==> src/rtl/mct_pkg.sv <==
// Shared constants and types for the machine-cycle timer/counter block.
// Assumes a single clock that is the oscillator and an AXI4-Lite register bus.
package mct_pkg;

	// Bus geometry; a register's byte address is four times its index.
	localparam int         AXI_AW   = 12;
	localparam int         IDX_LSB  = 2;
	localparam int         IDX_MSB  = 9;
	localparam logic [1:0] ADDR_TOP = 2'h0;

	// Register indexes.
	localparam logic [7:0] IDX_CLOCK = 8'h87;
	localparam logic [7:0] IDX_RUN   = 8'h88;
	localparam logic [7:0] IDX_MODE  = 8'h89;
	localparam logic [7:0] IDX_U0_LO = 8'h8A;
	localparam logic [7:0] IDX_U1_LO = 8'h8B;
	localparam logic [7:0] IDX_U0_HI = 8'h8C;
	localparam logic [7:0] IDX_U1_HI = 8'h8D;
	localparam logic [7:0] IDX_STAT  = 8'h90;
	localparam logic [7:0] IDX_MASK  = 8'h91;

	// Reset values.
	localparam logic [7:0] MODE_RST  = 8'h00;
	localparam logic [7:0] BYTE_RST  = 8'h00;
	localparam logic [1:0] PAIR_RST  = 2'h0;

	// Field positions inside the run, clock and status registers.
	localparam int RUN_U0   = 0;
	localparam int RUN_U1   = 1;
	localparam int CLK_SEL  = 0;
	localparam int CLK_FAST = 1;
	localparam int OVF_U0   = 0;
	localparam int OVF_U1   = 1;

	// Oscillator periods per machine cycle.
	localparam logic [3:0] MC_SLOW = 4'hC;
	localparam logic [3:0] MC_FAST = 4'h6;
	localparam logic [3:0] MC_ONE  = 4'h1;
	localparam logic [3:0] MC_ZERO = 4'h0;

	// Width of the prescaler part of the 13-bit mode.
	localparam int PRE_W = 5;

	localparam logic [1:0] RESP_OKAY   = 2'h0;
	localparam logic [1:0] RESP_SLVERR = 2'h2;

	typedef enum logic [1:0] {
		MCT_M13   = 2'h0,
		MCT_M16   = 2'h1,
		MCT_M8R   = 2'h2,
		MCT_SPLIT = 2'h3
	} mct_mode_t;

	// One unit's nibble of the mode register, top bit first.
	typedef struct packed {
		logic      gate;
		logic      cnt_sel;
		mct_mode_t mode;
	} mct_user_config_fuses_t;

	typedef struct packed {
		mct_user_config_fuses_t u1;
		mct_user_config_fuses_t u0;
	} mct_timer_mode_control_t;

	typedef enum logic [1:0] {
		MCT_W_IDLE = 2'b01,
		MCT_W_RESP = 2'b10
	} mct_wst_t;

	typedef enum logic [1:0] {
		MCT_R_IDLE = 2'b01,
		MCT_R_DATA = 2'b10
	} mct_rst_t;

endpackage : mct_pkg

==> src/rtl/mct_unit.sv <==
// One 16-bit timer/counter unit made of a low and a high byte.
// Assumes increment pulses already qualified by machine cycle and run, and the low byte's also by gate.
`timescale 1ns/1ns
module mct_unit
	import mct_pkg::*;
(
	input  wire logic       clk,
	input  wire logic       rst_b,
	input  wire mct_mode_t  mode,
	input  wire logic       inc_lo,
	input  wire logic       inc_hi,
	input  wire logic       wr_lo,
	input  wire logic       wr_hi,
	input  wire logic [7:0] wbyte,
	output logic      [7:0] lo_q,
	output logic      [7:0] hi_q,
	output logic            ovf_lo,
	output logic            ovf_hi
);

	logic [7:0] lo_r;
	logic [7:0] hi_r;
	logic [7:0] lo_nxt;
	logic [7:0] hi_nxt;
	logic       ovl;
	logic       ovh;

	// Carries out of each byte and of the prescaler.
	wire  [8:0]       lo_sum  = {1'b0, lo_r} + 9'h001;
	wire  [8:0]       hi_sum  = {1'b0, hi_r} + 9'h001;
	wire  [PRE_W:0]   pre_sum = {1'b0, lo_r[PRE_W-1:0]} + 6'h01;

	// Next count per mode; a software write wins over a same-cycle increment.
	always_comb begin
		lo_nxt = lo_r;
		hi_nxt = hi_r;
		ovl    = 1'b0;
		ovh    = 1'b0;
		unique case (mode)
			MCT_M13: begin
				if (inc_lo) begin
					lo_nxt = {lo_r[7:PRE_W], pre_sum[PRE_W-1:0]};
					if (pre_sum[PRE_W]) begin
						hi_nxt = hi_sum[7:0];
						ovl    = hi_sum[8];
					end
				end
			end
			MCT_M16: begin
				if (inc_lo) begin
					lo_nxt = lo_sum[7:0];
					if (lo_sum[8]) begin
						hi_nxt = hi_sum[7:0];
						ovl    = hi_sum[8];
					end
				end
			end
			MCT_M8R: begin
				if (inc_lo) begin
					// The reload source is left untouched.
					if (lo_sum[8]) begin
						lo_nxt = hi_r;
						ovl    = 1'b1;
					end else begin
						lo_nxt = lo_sum[7:0];
					end
				end
			end
			MCT_SPLIT: begin
				if (inc_lo) begin
					lo_nxt = lo_sum[7:0];
					ovl    = lo_sum[8];
				end
				if (inc_hi) begin
					hi_nxt = hi_sum[7:0];
					ovh    = hi_sum[8];
				end
			end
		endcase
		if (wr_lo) begin
			lo_nxt = wbyte;
		end
		if (wr_hi) begin
			hi_nxt = wbyte;
		end
	end

	// Count bytes.
	always_ff @(posedge clk or negedge rst_b) begin
		if (!rst_b) begin
			lo_r <= BYTE_RST;
			hi_r <= BYTE_RST;
		end else begin
			lo_r <= lo_nxt;
			hi_r <= hi_nxt;
		end
	end

	// The low overflow pulse is dropped on a write to either byte, the high one on a high-byte write.
	assign ovf_lo = ovl & ~(wr_lo | wr_hi);
	assign ovf_hi = ovh & ~wr_hi;
	assign lo_q   = lo_r;
	assign hi_q   = hi_r;

endmodule : mct_unit

==> src/rtl/mct_top.sv <==
// Two machine-cycle timer/counters behind an AXI4-Lite slave.
// Assumes clk is the oscillator; pins and the fuse level arrive asynchronously.
//
// Added by the designer: the AXI4-Lite slave port.
`timescale 1ns/1ns
module mct_top
	import mct_pkg::*;
(
	input  wire logic              clk,
	input  wire logic              rst_b,
	input  wire logic [AXI_AW-1:0] s_axi_awaddr,
	input  wire logic [2:0]        s_axi_awprot,
	input  wire logic              s_axi_awvalid,
	output logic                   s_axi_awready,
	input  wire logic [31:0]       s_axi_wdata,
	input  wire logic [3:0]        s_axi_wstrb,
	input  wire logic              s_axi_wvalid,
	output logic                   s_axi_wready,
	output logic [1:0]             s_axi_bresp,
	output logic                   s_axi_bvalid,
	input  wire logic              s_axi_bready,
	input  wire logic [AXI_AW-1:0] s_axi_araddr,
	input  wire logic [2:0]        s_axi_arprot,
	input  wire logic              s_axi_arvalid,
	output logic                   s_axi_arready,
	output logic [31:0]            s_axi_rdata,
	output logic [1:0]             s_axi_rresp,
	output logic                   s_axi_rvalid,
	input  wire logic              s_axi_rready,
	input  wire logic              fast_clock_fuse,
	input  wire logic              count_input_zero,
	input  wire logic              count_input_one,
	input  wire logic              external_interrupt_zero,
	input  wire logic              external_interrupt_one,
	output logic                   irq
);

	localparam int NPIN = 5;

	// Software-visible state.
	mct_timer_mode_control_t  timer_mode_control_r;
	logic [1:0] run_r;
	logic       fast_sel_r;
	logic [1:0] stat_r;
	logic [1:0] mask_r;
	logic [1:0] stat_nxt;

	// Pin synchronisers, bit order {fuse, int1, external_interrupt_zero, cin1, cin0}.
	wire  [NPIN-1:0] pin_a = {fast_clock_fuse, external_interrupt_one,
		external_interrupt_zero, count_input_one, count_input_zero};
	logic [NPIN-1:0] meta_r;
	logic [NPIN-1:0] sync_r;

	// Each pin passes two flops; only the second is read by logic.
	genvar gp;
	generate
		for (gp = 0; gp < NPIN; gp++) begin : g_sync
			always_ff @(posedge clk or negedge rst_b) begin
				if (!rst_b) begin
					meta_r[gp] <= 1'b0;
					sync_r[gp] <= 1'b0;
				end else begin
					meta_r[gp] <= pin_a[gp];
					sync_r[gp] <= meta_r[gp];
				end
			end
		end
	endgenerate

	wire [1:0] cin_s = sync_r[1:0];
	wire [1:0] int_s = sync_r[3:2];
	wire       fuse_s = sync_r[4];

	// Machine-cycle divider. The fuse overrides the select bit.
	wire       fast_mode = fuse_s | fast_sel_r;
	wire [3:0] mc_len    = fast_mode ? MC_FAST : MC_SLOW;
	wire [3:0] mc_last   = mc_len - MC_ONE;
	logic [3:0] mc_cnt_r;
	// Using >= lets a switch from twelve to six mid-cycle recover at once.
	wire       mc_tick   = (mc_cnt_r >= mc_last);

	always_ff @(posedge clk or negedge rst_b) begin
		if (!rst_b) begin
			mc_cnt_r <= MC_ZERO;
		end else begin
			mc_cnt_r <= mc_tick ? MC_ZERO : mc_cnt_r + MC_ONE;
		end
	end

	// Per-unit configuration, pin sampling and increment qualification.
	mct_user_config_fuses_t cfg [2];
	assign cfg[0] = timer_mode_control_r.u0;
	assign cfg[1] = timer_mode_control_r.u1;

	logic [1:0] samp_r;
	logic [1:0] prev_r;
	logic [1:0] inc;

	genvar gu;
	generate
		for (gu = 0; gu < 2; gu++) begin : g_unit
			// Samples shift once per machine cycle, so a fall needs two cycles.
			always_ff @(posedge clk or negedge rst_b) begin
				if (!rst_b) begin
					samp_r[gu] <= 1'b0;
					prev_r[gu] <= 1'b0;
				end else if (mc_tick) begin
					samp_r[gu] <= cin_s[gu];
					prev_r[gu] <= samp_r[gu];
				end
			end
			// The increment lands at the tick that ends the next machine cycle.
			wire fall = prev_r[gu] & ~samp_r[gu];
			wire en   = run_r[gu] & (~cfg[gu].gate | int_s[gu]);
			wire src  = cfg[gu].cnt_sel ? fall : 1'b1;
			assign inc[gu] = mc_tick & en & src;
		end
	endgenerate

	// Split and stop decisions for mode 3.
	wire u0_split = (cfg[0].mode == MCT_SPLIT);
	wire u1_stop  = (cfg[1].mode == MCT_SPLIT);
	wire u0_hi_inc = mc_tick & run_r[RUN_U1];
	wire u1_lo_inc = inc[1] & ~u1_stop;

	// Write channel.
	mct_wst_t          wst_r;
	logic              aw_hold_r;
	logic              w_hold_r;
	logic [AXI_AW-1:0] awaddr_r;
	logic [31:0]       wdata_r;
	logic [3:0]        wstrb_r;
	logic [1:0]        bresp_r;

	assign s_axi_awready = ~aw_hold_r & (wst_r == MCT_W_IDLE);
	assign s_axi_wready  = ~w_hold_r & (wst_r == MCT_W_IDLE);
	assign s_axi_bvalid  = (wst_r == MCT_W_RESP);
	assign s_axi_bresp   = bresp_r;

	wire aw_fire = s_axi_awvalid & s_axi_awready;
	wire w_fire  = s_axi_wvalid & s_axi_wready;
	wire wr_go   = (aw_hold_r | aw_fire) & (w_hold_r | w_fire) & (wst_r == MCT_W_IDLE);

	// Address and data in either order; a held copy is used once taken.
	wire [AXI_AW-1:0] waddr = aw_hold_r ? awaddr_r : s_axi_awaddr;
	wire [31:0]       wdat  = w_hold_r ? wdata_r : s_axi_wdata;
	wire [3:0]        wstb  = w_hold_r ? wstrb_r : s_axi_wstrb;
	wire [7:0]        widx  = waddr[IDX_MSB:IDX_LSB];
	wire              wtop  = (waddr[AXI_AW-1:IDX_MSB+1] == ADDR_TOP);
	wire              wbyte = wr_go & wstb[0] & wtop;
	wire [7:0]        wb    = wdat[7:0];

	wire we_clock = wbyte & (widx == IDX_CLOCK);
	wire we_run   = wbyte & (widx == IDX_RUN);
	wire we_mode  = wbyte & (widx == IDX_MODE);
	wire we_u0lo  = wbyte & (widx == IDX_U0_LO);
	wire we_u1lo  = wbyte & (widx == IDX_U1_LO);
	wire we_u0hi  = wbyte & (widx == IDX_U0_HI);
	wire we_u1hi  = wbyte & (widx == IDX_U1_HI);
	wire we_mask  = wbyte & (widx == IDX_MASK);

	// Status is writable only by hardware, so a write to it is accepted and ignored.
	wire w_mapped = wtop & ((widx == IDX_CLOCK) | (widx == IDX_RUN) |
		(widx == IDX_MODE) | (widx == IDX_U0_LO) | (widx == IDX_U1_LO) |
		(widx == IDX_U0_HI) | (widx == IDX_U1_HI) | (widx == IDX_STAT) |
		(widx == IDX_MASK));

	// Write handshake state.
	always_ff @(posedge clk or negedge rst_b) begin
		if (!rst_b) begin
			wst_r     <= MCT_W_IDLE;
			aw_hold_r <= 1'b0;
			w_hold_r  <= 1'b0;
			awaddr_r  <= '0;
			wdata_r   <= '0;
			wstrb_r   <= '0;
			bresp_r   <= RESP_OKAY;
		end else begin
			if (aw_fire & ~wr_go) begin
				aw_hold_r <= 1'b1;
				awaddr_r  <= s_axi_awaddr;
			end
			if (w_fire & ~wr_go) begin
				w_hold_r <= 1'b1;
				wdata_r  <= s_axi_wdata;
				wstrb_r  <= s_axi_wstrb;
			end
			if (wr_go) begin
				aw_hold_r <= 1'b0;
				w_hold_r  <= 1'b0;
				wst_r     <= MCT_W_RESP;
				bresp_r   <= w_mapped ? RESP_OKAY : RESP_SLVERR;
			end else if ((wst_r == MCT_W_RESP) & s_axi_bready) begin
				wst_r <= MCT_W_IDLE;
			end
		end
	end

	// Control registers; the mode register clears on reset.
	always_ff @(posedge clk or negedge rst_b) begin
		if (!rst_b) begin
			timer_mode_control_r     <= mct_timer_mode_control_t'(MODE_RST);
			run_r      <= PAIR_RST;
			fast_sel_r <= 1'b0;
			mask_r     <= PAIR_RST;
		end else begin
			if (we_mode) begin
				timer_mode_control_r <= mct_timer_mode_control_t'(wb);
			end
			if (we_run) begin
				run_r <= {wb[RUN_U1], wb[RUN_U0]};
			end
			if (we_clock) begin
				fast_sel_r <= wb[CLK_SEL];
			end
			if (we_mask) begin
				mask_r <= {wb[OVF_U1], wb[OVF_U0]};
			end
		end
	end

	// Counting units.
	wire [7:0] u0_lo;
	wire [7:0] u0_hi;
	wire [7:0] u1_lo;
	wire [7:0] u1_hi;
	wire       u0_ovl;
	wire       u0_ovh;
	wire       u1_ovl;

	mct_unit u_unit0 (
		.clk    (clk),
		.rst_b  (rst_b),
		.mode   (cfg[0].mode),
		.inc_lo (inc[0]),
		.inc_hi (u0_hi_inc),
		.wr_lo  (we_u0lo),
		.wr_hi  (we_u0hi),
		.wbyte  (wb),
		.lo_q   (u0_lo),
		.hi_q   (u0_hi),
		.ovf_lo (u0_ovl),
		.ovf_hi (u0_ovh)
	);

	mct_unit u_unit1 (
		.clk    (clk),
		.rst_b  (rst_b),
		.mode   (cfg[1].mode),
		.inc_lo (u1_lo_inc),
		.inc_hi (1'b0),
		.wr_lo  (we_u1lo),
		.wr_hi  (we_u1hi),
		.wbyte  (wb),
		.lo_q   (u1_lo),
		.hi_q   (u1_hi),
		.ovf_lo (u1_ovl),
		.ovf_hi ()
	);

	// With unit 0 split, its high byte owns unit 1's flag and unit 1 sets none.
	wire [1:0] ovf_set = {u0_split ? u0_ovh : u1_ovl, u0_ovl};

	// Read channel.
	mct_rst_t    rst_st_r;
	logic [31:0] rdata_r;
	logic [1:0]  rresp_r;

	assign s_axi_arready = (rst_st_r == MCT_R_IDLE);
	assign s_axi_rvalid  = (rst_st_r == MCT_R_DATA);
	assign s_axi_rdata   = rdata_r;
	assign s_axi_rresp   = rresp_r;

	wire       ar_fire = s_axi_arvalid & s_axi_arready;
	wire [7:0] ridx    = s_axi_araddr[IDX_MSB:IDX_LSB];
	wire       rtop    = (s_axi_araddr[AXI_AW-1:IDX_MSB+1] == ADDR_TOP);
	wire [7:0] clk_rd  = {6'h00, fast_mode, fast_sel_r};

	// Read selection; anything unmapped reads zero with an error answer.
	wire       r_hit_stat = rtop & (ridx == IDX_STAT);
	wire [7:0] rbyte =
		!rtop              ? 8'h00 :
		(ridx == IDX_CLOCK) ? clk_rd :
		(ridx == IDX_RUN)   ? {6'h00, run_r} :
		(ridx == IDX_MODE)  ? timer_mode_control_r :
		(ridx == IDX_U0_LO) ? u0_lo :
		(ridx == IDX_U1_LO) ? u1_lo :
		(ridx == IDX_U0_HI) ? u0_hi :
		(ridx == IDX_U1_HI) ? u1_hi :
		(ridx == IDX_STAT)  ? {6'h00, stat_r} :
		(ridx == IDX_MASK)  ? {6'h00, mask_r} : 8'h00;
	wire r_mapped = rtop & ((ridx == IDX_CLOCK) | (ridx == IDX_RUN) |
		(ridx == IDX_MODE) | (ridx == IDX_U0_LO) | (ridx == IDX_U1_LO) |
		(ridx == IDX_U0_HI) | (ridx == IDX_U1_HI) | (ridx == IDX_STAT) |
		(ridx == IDX_MASK));

	// Read handshake state; data is captured at the address handshake.
	always_ff @(posedge clk or negedge rst_b) begin
		if (!rst_b) begin
			rst_st_r <= MCT_R_IDLE;
			rdata_r  <= '0;
			rresp_r  <= RESP_OKAY;
		end else if (ar_fire) begin
			rst_st_r <= MCT_R_DATA;
			rdata_r  <= {24'h000000, rbyte};
			rresp_r  <= r_mapped ? RESP_OKAY : RESP_SLVERR;
		end else if (s_axi_rvalid & s_axi_rready) begin
			rst_st_r <= MCT_R_IDLE;
		end
	end

	// Sticky overflow status; a read clears it, but a same-cycle set survives.
	assign stat_nxt = (stat_r & ~{2{ar_fire & r_hit_stat}}) | ovf_set;

	always_ff @(posedge clk or negedge rst_b) begin
		if (!rst_b) begin
			stat_r <= PAIR_RST;
		end else begin
			stat_r <= stat_nxt;
		end
	end

	// Level interrupt while any unmasked flag stands.
	assign irq = |(stat_r & mask_r);

endmodule : mct_top

==> config.mk <==
export PLATFORM = sky130hd
export DESIGN_NAME = mct_top
export DESIGN_NICKNAME = d
export VERILOG_FILES = /design/src/rtl/mct_pkg.sv /design/src/rtl/mct_unit.sv /design/src/rtl/mct_top.sv
export SDC_FILE = /design/constraint.sdc
export NUM_CORES = 1
export LEC_CHECK = 0
export BUFFER_PORTS_ARGS = -buffer_cell sky130_fd_sc_hd__buf_2
export CORE_ASPECT_RATIO = 0.75
export CORE_MARGIN = 2
export CORE_UTILIZATION = 50
export DETAILED_ROUTE_END_ITERATION = 7
export PLACE_DENSITY = 0.76
export SETUP_SLACK_MARGIN = 0.05
export SLEW_MARGIN = 20
export SYNTH_ARGS = -nofsm -noshare
export SYNTH_HDL_FRONTEND = slang
export SYNTH_HIERARCHICAL = 1
export SYNTH_SLANG_ARGS = --single-unit
==> constraint.sdc <==
create_clock -name clk -period 2.7 [get_ports clk]
set_input_delay 0.135 -clock clk [delete_from_list [all_inputs] [get_ports clk]]
set_output_delay 0.135 -clock clk [all_outputs]
set_load 0.02 [all_outputs]
* Yosys cells after proc, flatten, opt, wreduce, memory -nomap -nowiden
Index checks and enable logic that the tools add are counted.
** Operators by class
- Add/subtract/negate cells :: 8
- $mul :: 0
- Div/mod/pow operators :: 0
- Magnitude comparators :: 1
- Equal/unequal tests :: 45
- Shifts and indexed selects :: 0
- Muxes and demuxes :: 71
- Bitwise logic cells :: 76
- Reductions and logical operators :: 19
** Operator list (count)
- $mux W8 :: 28
- $eq A8 B8 Y1 const B :: 18
- $pmux W8 S3 :: 3
- $and A1 B1 Y1 :: 38
- $add A8 B1 Y9 const B :: 4
- $ne A3 B1 Y1 const B :: 11
- $mux W1 :: 24
- $or A1 B1 Y1 :: 23
- $mux W2 :: 8
- $pmux W8 S2 :: 1
- $add A5 B1 Y6 const B :: 2
- $eq A2 B2 Y1 const B :: 6
- $mux W12 :: 1
- $ne A3 B2 Y1 const B :: 4
- $reduce_and A3 Y1 :: 4
- $not A1 Y1 :: 11
- $mux W5 :: 2
- $eq A2 B1 Y1 const B :: 4
- $logic_not A2 Y1 :: 4
- $mux W4 :: 2
- $pmux W1 S4 :: 2
- $reduce_bool A2 Y1 :: 4
- $reduce_and A6 Y1 :: 1
- $reduce_or A2 Y1 :: 3
- other kinds (10) :: 12
** Word-level totals
- Register bits after elaboration :: 104
- Bits in latches :: 0
- RAM bits :: 0
- Bits in read-only memories :: 0
- Memories :: 0

* Logic depth before layout (Yosys ltp)
- Depth in word-level cells :: 14
- Depth in mapped cells :: 12

* Modules after synthesis
The synthesis kept the hierarchy.
** Modules (own cells, without submodules)
- mct_top :: times used 1, cells an instance 374, area an instance 3892.5 um^2, seq. area each 1704.1 um^2
- mct_unit at u_unit1 :: times used 1, cells an instance 157, area an instance 1357.6 um^2, seq. area each 400.4 um^2
- mct_unit at u_unit0 :: times used 1, cells an instance 159, area an instance 1251.2 um^2, seq. area each 400.4 um^2

* Worst setup path after synthesis
Ideal clock, no wire load.
- Path kind :: reg-to-reg
- Start point :: reg fast_sel_r
- End point :: reg u_unit0.hi_r[7], in the netlist u_unit0/hi_q[7]
- Setup time :: 0.082 ns
- Data arrival time :: 2.819 ns
- Data required time :: 2.618 ns
- Setup slack :: -0.201 ns
- Stages on the path, launching flop included :: 13
- Path buffers :: 0
- Clock period less this slack :: 2.901 ns
- Path through :: dfrtp_1 > nor2_1 > inv_1 > ha_1 > a21o_1 > a21o_1 > a21oi_1 > a211oi_1 > inv_1 > a222oi_1 > nand3_2 > or4_1 > a31oi_1
** On the way
- Cells in the longest elaborated chain, start to end :: 8
- Elaborated cells on any way between the ends :: 11
- Those cells by class :: add/sub (1); order compare (1); eq/ne (3); mux (1); bitwise (4); reduce/logical (1)
** Ends and longest elaborated chain
- start, declared :: line mct_top.sv:43 : logic fast_sel_r;
- start signal, assigned :: line mct_top.sv:214 : fast_sel_r <= wb[CLK_SEL];
- $or A1 B1 Y1 * :: line mct_top.sv:75 : wire fast_mode = fuse_s | fast_sel_r;
- $mux W4 * :: line mct_top.sv:76 : wire [3:0] mc_len = fast_mode ? MC_FAST : MC_SLOW;
- $sub A4 B1 Y4 * :: line mct_top.sv:77 : wire [3:0] mc_last = mc_len - MC_ONE;
- $ge A4 B4 Y1 * :: line mct_top.sv:80 : wire mc_tick = (mc_cnt_r >= mc_last);
- $and A1 B1 Y1 * (2 in series) :: line mct_top.sv:116 : assign inc[gu] = mc_tick & en & src;
- net inc[0] :: line mct_top.sv:97 : logic [1:0] inc;
- $ne A3 B1 Y1 (no source line)
- $reduce_and A6 Y1 (no source line) *
- end signal, assigned :: line mct_unit.sv:95 : hi_r <= hi_nxt;
- end, declared :: line mct_unit.sv:22 : logic [7:0] hi_r;
The timed path passes the listed nets; every way through them passes the cells marked *.
A chain may end at the register's enable or synchronous reset.

* Final worst setup path
Ends and elaborated chain as after synthesis.

==> out/qor.log <==
qor: power.leakage 3.33 nW
qor: global_routing.first_global_vias 5352
qor: worst_setup_path.crit_type register to register
qor: cts.htreeDepth 3
qor: worst_setup_path.crit_path_top_delay_cell or4_4
qor: cts.cts.clk_slew.worst_paths 0.07 ns
qor: cts.clock_insertion_delay_worst_skew 0.35 ns
qor: global_routing.track_usage 25.1%
qor: power.ir_worst_vdd 0.527 mV
qor: timing.slew-limit-headroom 42.5%
qor: timing.maxClockFrequency 365 MHz
qor: cells_and_area.drive_gt1_share 25.6%
qor: worst_setup_path.endpoint u_unit0/hi_q[7]$_DFFE_PN0P_
qor: synth.syn_area 6490 sq um
qor: cells_and_area.post_layout_nonfiller_instances 955
qor: worst_setup_path.worstPathRequired 2.97 ns
qor: status.failed_checks negative setup slack
qor: place.routabilityCongestion 0.968
qor: worst_setup_path.critical_path.most_common_cell a21o_1
qor: timing.fin_crit_sh 102%
qor: worst_setup_path.rr_startpoint fast_sel_r$_DFFE_PN0P_
qor: global_routing.grt_antenna_before_repair 0
qor: die.core 12800 sq um
qor: detailed_routing.detail_route.wl_per_cell 18.3 um
qor: worst_setup_path.crit-reg2reg-capture u_unit0/hi_q[7]$_DFFE_PN0P_
qor: die.initial_utilization 50.6%
qor: die.die_height 103 um
qor: global_routing.grt_start_max_net_pins 83
qor: detailed_routing.number_of_nets_with_antenna_violations_after_detailed_routing 0
qor: die.die_area 13900 sq um
qor: synth.syn_area_per_cell 9.44 sq um
qor: worst_setup_path.startpoint fast_sel_r$_DFFE_PN0P_
qor: cells_and_area.fin_area 7650 sq um
qor: status.run_status finished with violations
qor: hold_path.timing.hold.worst.class primary input to register
qor: die.rows 36
qor: detailed_routing.route.final.wire_length 17500 um
qor: worst_setup_path.maximum_fanout_along_the_worst_path 6
qor: timing.max_slew.worst_pin.slew 0.860 ns
qor: place.placement.io_buffers 56
qor: worst_setup_path.cp_data_arrival_time 3.01 ns
qor: worst_setup_path.timing.critical_path.slowest_cell_delay 0.44 ns
qor: timing.timing_hold_violations_final 0
qor: die.io_pins 120
qor: worst_setup_path.timing.critical_path.max_delay_family compound AO/OA/AOI/OAI gates
qor: place.place_inst 923
qor: worst_setup_path.regToRegSetupSlack -0.04 ns
qor: worst_setup_path.worst_setup_ep_type register
qor: place.detailedPlacementHpwl 12700 um
qor: detailed_routing.drt_iter0_markers 602
qor: cts.cts-buffers-inserted 9
qor: cells_and_area.antenna_cells 0
qor: detailed_routing.routed-via-count 5779
qor: cells_and_area.fillerInstances 1058
qor: timing.timing_max_transition_violations_final 0
qor: global_routing.grt_overflow_total 0
qor: synth.cells_after_synthesis 688
qor: cts.clock_tree.root_cell clkbuf_16
qor: cells_and_area.num-nets-final 873
qor: worst_setup_path.worstSetupStartpointType register
qor: cts.clock_sinks 100
qor: timing.final_period_minus_worst_setup_slack 2.74 ns
qor: place.post-place-ws -0.0861 ns
qor: detailed_routing.detailed_router_iteration_count_before_antenna_repair 6
qor: cts.cts_tree built
qor: cells_and_area.syn_to_final_growth 17.9%
qor: worst_setup_path.critPathBufInv 3
qor: run.drv_cap 0
qor: worst_setup_path.crit_chain nor2_2, inv_2, ha_4, a21o_1, a21o_1, a21oi_2, a211oi_2, inv_1, a222oi_1, buf_4, nand3_4, or4_4, a31oi_1
qor: cells_and_area.final_cell_mix 98 x dfrtp_1, 62 x nor2_1, 55 x nand2_1, 55 x buf_2, 36 x o21ai_0
qor: timing.worst_slack_setup_final -0.0416 ns
qor: worst_setup_path.depth_of_the_worst_register_to_register_path 13
qor: synth.synthesis.yosys.warnings 6
qor: global_routing.grt_first_pass_wirelength 27100 um
qor: timing.worst_clock_skew 0.00825 ns
qor: timing.setup_viol 2
qor: cts.clockBufferDepth 2
qor: worst_setup_path.critical_path_depth 13
qor: detailed_routing.vias_per_cell 6.05
qor: detailed_routing.drc 0
qor: power.power.density_cell_area 679 nW/um^2
qor: power.post-layout-total-power 5.20 mW
qor: cells_and_area.most_common_library_cell_in_the_layout_ignoring_fill_and_taps dfrtp_1
qor: die.die_w 136 um
qor: place.post_dp_cell_area 7050 sq um
qor: timing.rsz_0062_raised_after_global_routing yes
qor: timing.fin_setup_tns -0.0590 ns
through the flow:
step / util, % / hold WS [ns]
floorplan: - / -0.161
global placement: 54.9 / 0.0243
detailed placement: 54.9 / 0.0283
CTS: 58.3 / 0.0210
global route: 59.6 / 0.0251
finish: 59.6 / 0.0336
worst min-delay path by stage:
stage / from / end / slack (ns) / cells after the start
2_1_floorplan: rst_b / aw_hold_r$_DFFE_PN0P_ / -0.16 / 0
3_3_place_gp: rst_b / rst_st_r[1]$_DFFE_PN0P_ / 0.02 / 1
3_5_place_dp: rst_b / rst_st_r[1]$_DFFE_PN0P_ / 0.03 / 1
4_1_cts: s_axi_awaddr[9] / awaddr_r[9]$_DFFE_PN0P_ / 0.02 / 2
5_1_grt: s_axi_wdata[2] / wdata_r[2]$_DFFE_PN0P_ / 0.03 / 2
6_report: s_axi_wdata[0] / wdata_r[0]$_DFFE_PN0P_ / 0.03 / 2
power by group:
part	switching [mW]	internal (mW)
Combinational	0.980	0.776
Sequential	0.325	1.83
Clock	0.613	0.679
Total	1.92	3.28
repair_timing:
item | 4_1_cts | 5_1_grt
endpoints found under the hold margin | 25 | 0
resized for setup | 4 | 30
setup endpoints to repair | 11 | 28
hold buffers | 8 | 0
pin swaps | 10 | 18
setup buffers | 5 | 6
state kept, by name, indices dropped and copies added (netlist names), 2 cells and up:
signal	cells
awaddr_r	10
cfg	8
s_axi_rdata	8
u_unit0/hi_q	8
u_unit0/lo_q	8
u_unit1/hi_q	8
u_unit1/lo_q	8
wdata_r	8
meta_r	5
mc_cnt_r	4
cin_s	2
int_s	2
mask_r	2
prev_r	2
rst_st_r	2
run_r	2
samp_r	2
stat_r	2
wst_r	2
routing by layer:
| layer | up-vias | global-route usage (%) | share of wire (%) |
|---|---|---|---|
| met5 | - | 0 | 0 |
| met4 | 0 | 7.77 | 1.5 |
| met3 | 27 | 7.18 | 10 |
| met2 | 321 | 37.4 | 45 |
| met1 | 2775 | 35.6 | 43 |
| li1 | 2656 | - | - |
final cells by class:
type | count | area (sq um) | share of cell area [%]
Tap cell | 171 | 214 | 2.80
Clock inverter | 6 | 62.6 | 0.818
Multi-Input combinational cell | 533 | 3830 | 50.1
Sequential cell | 100 | 2500 | 32.7
Inverter | 33 | 126 | 1.65
Timing Repair Buffer | 102 | 672 | 8.78
Clock buffer | 10 | 239 | 3.12
worst reg2reg max path, cell delays in order, from the launching register on:
cell and delay [ns]:
dfrtp_1 0.39, nor2_2 0.14, inv_2 0.07, ha_4 0.25, a21o_1 0.10, a21o_1 0.15
a21oi_2 0.08, a211oi_2 0.19, inv_1 0.10, a222oi_1 0.34, buf_4 0.19, nand3_4 0.09
or4_4 0.44, a31oi_1 0.13
Note: power is estimated with default switching activity, not from simulation.
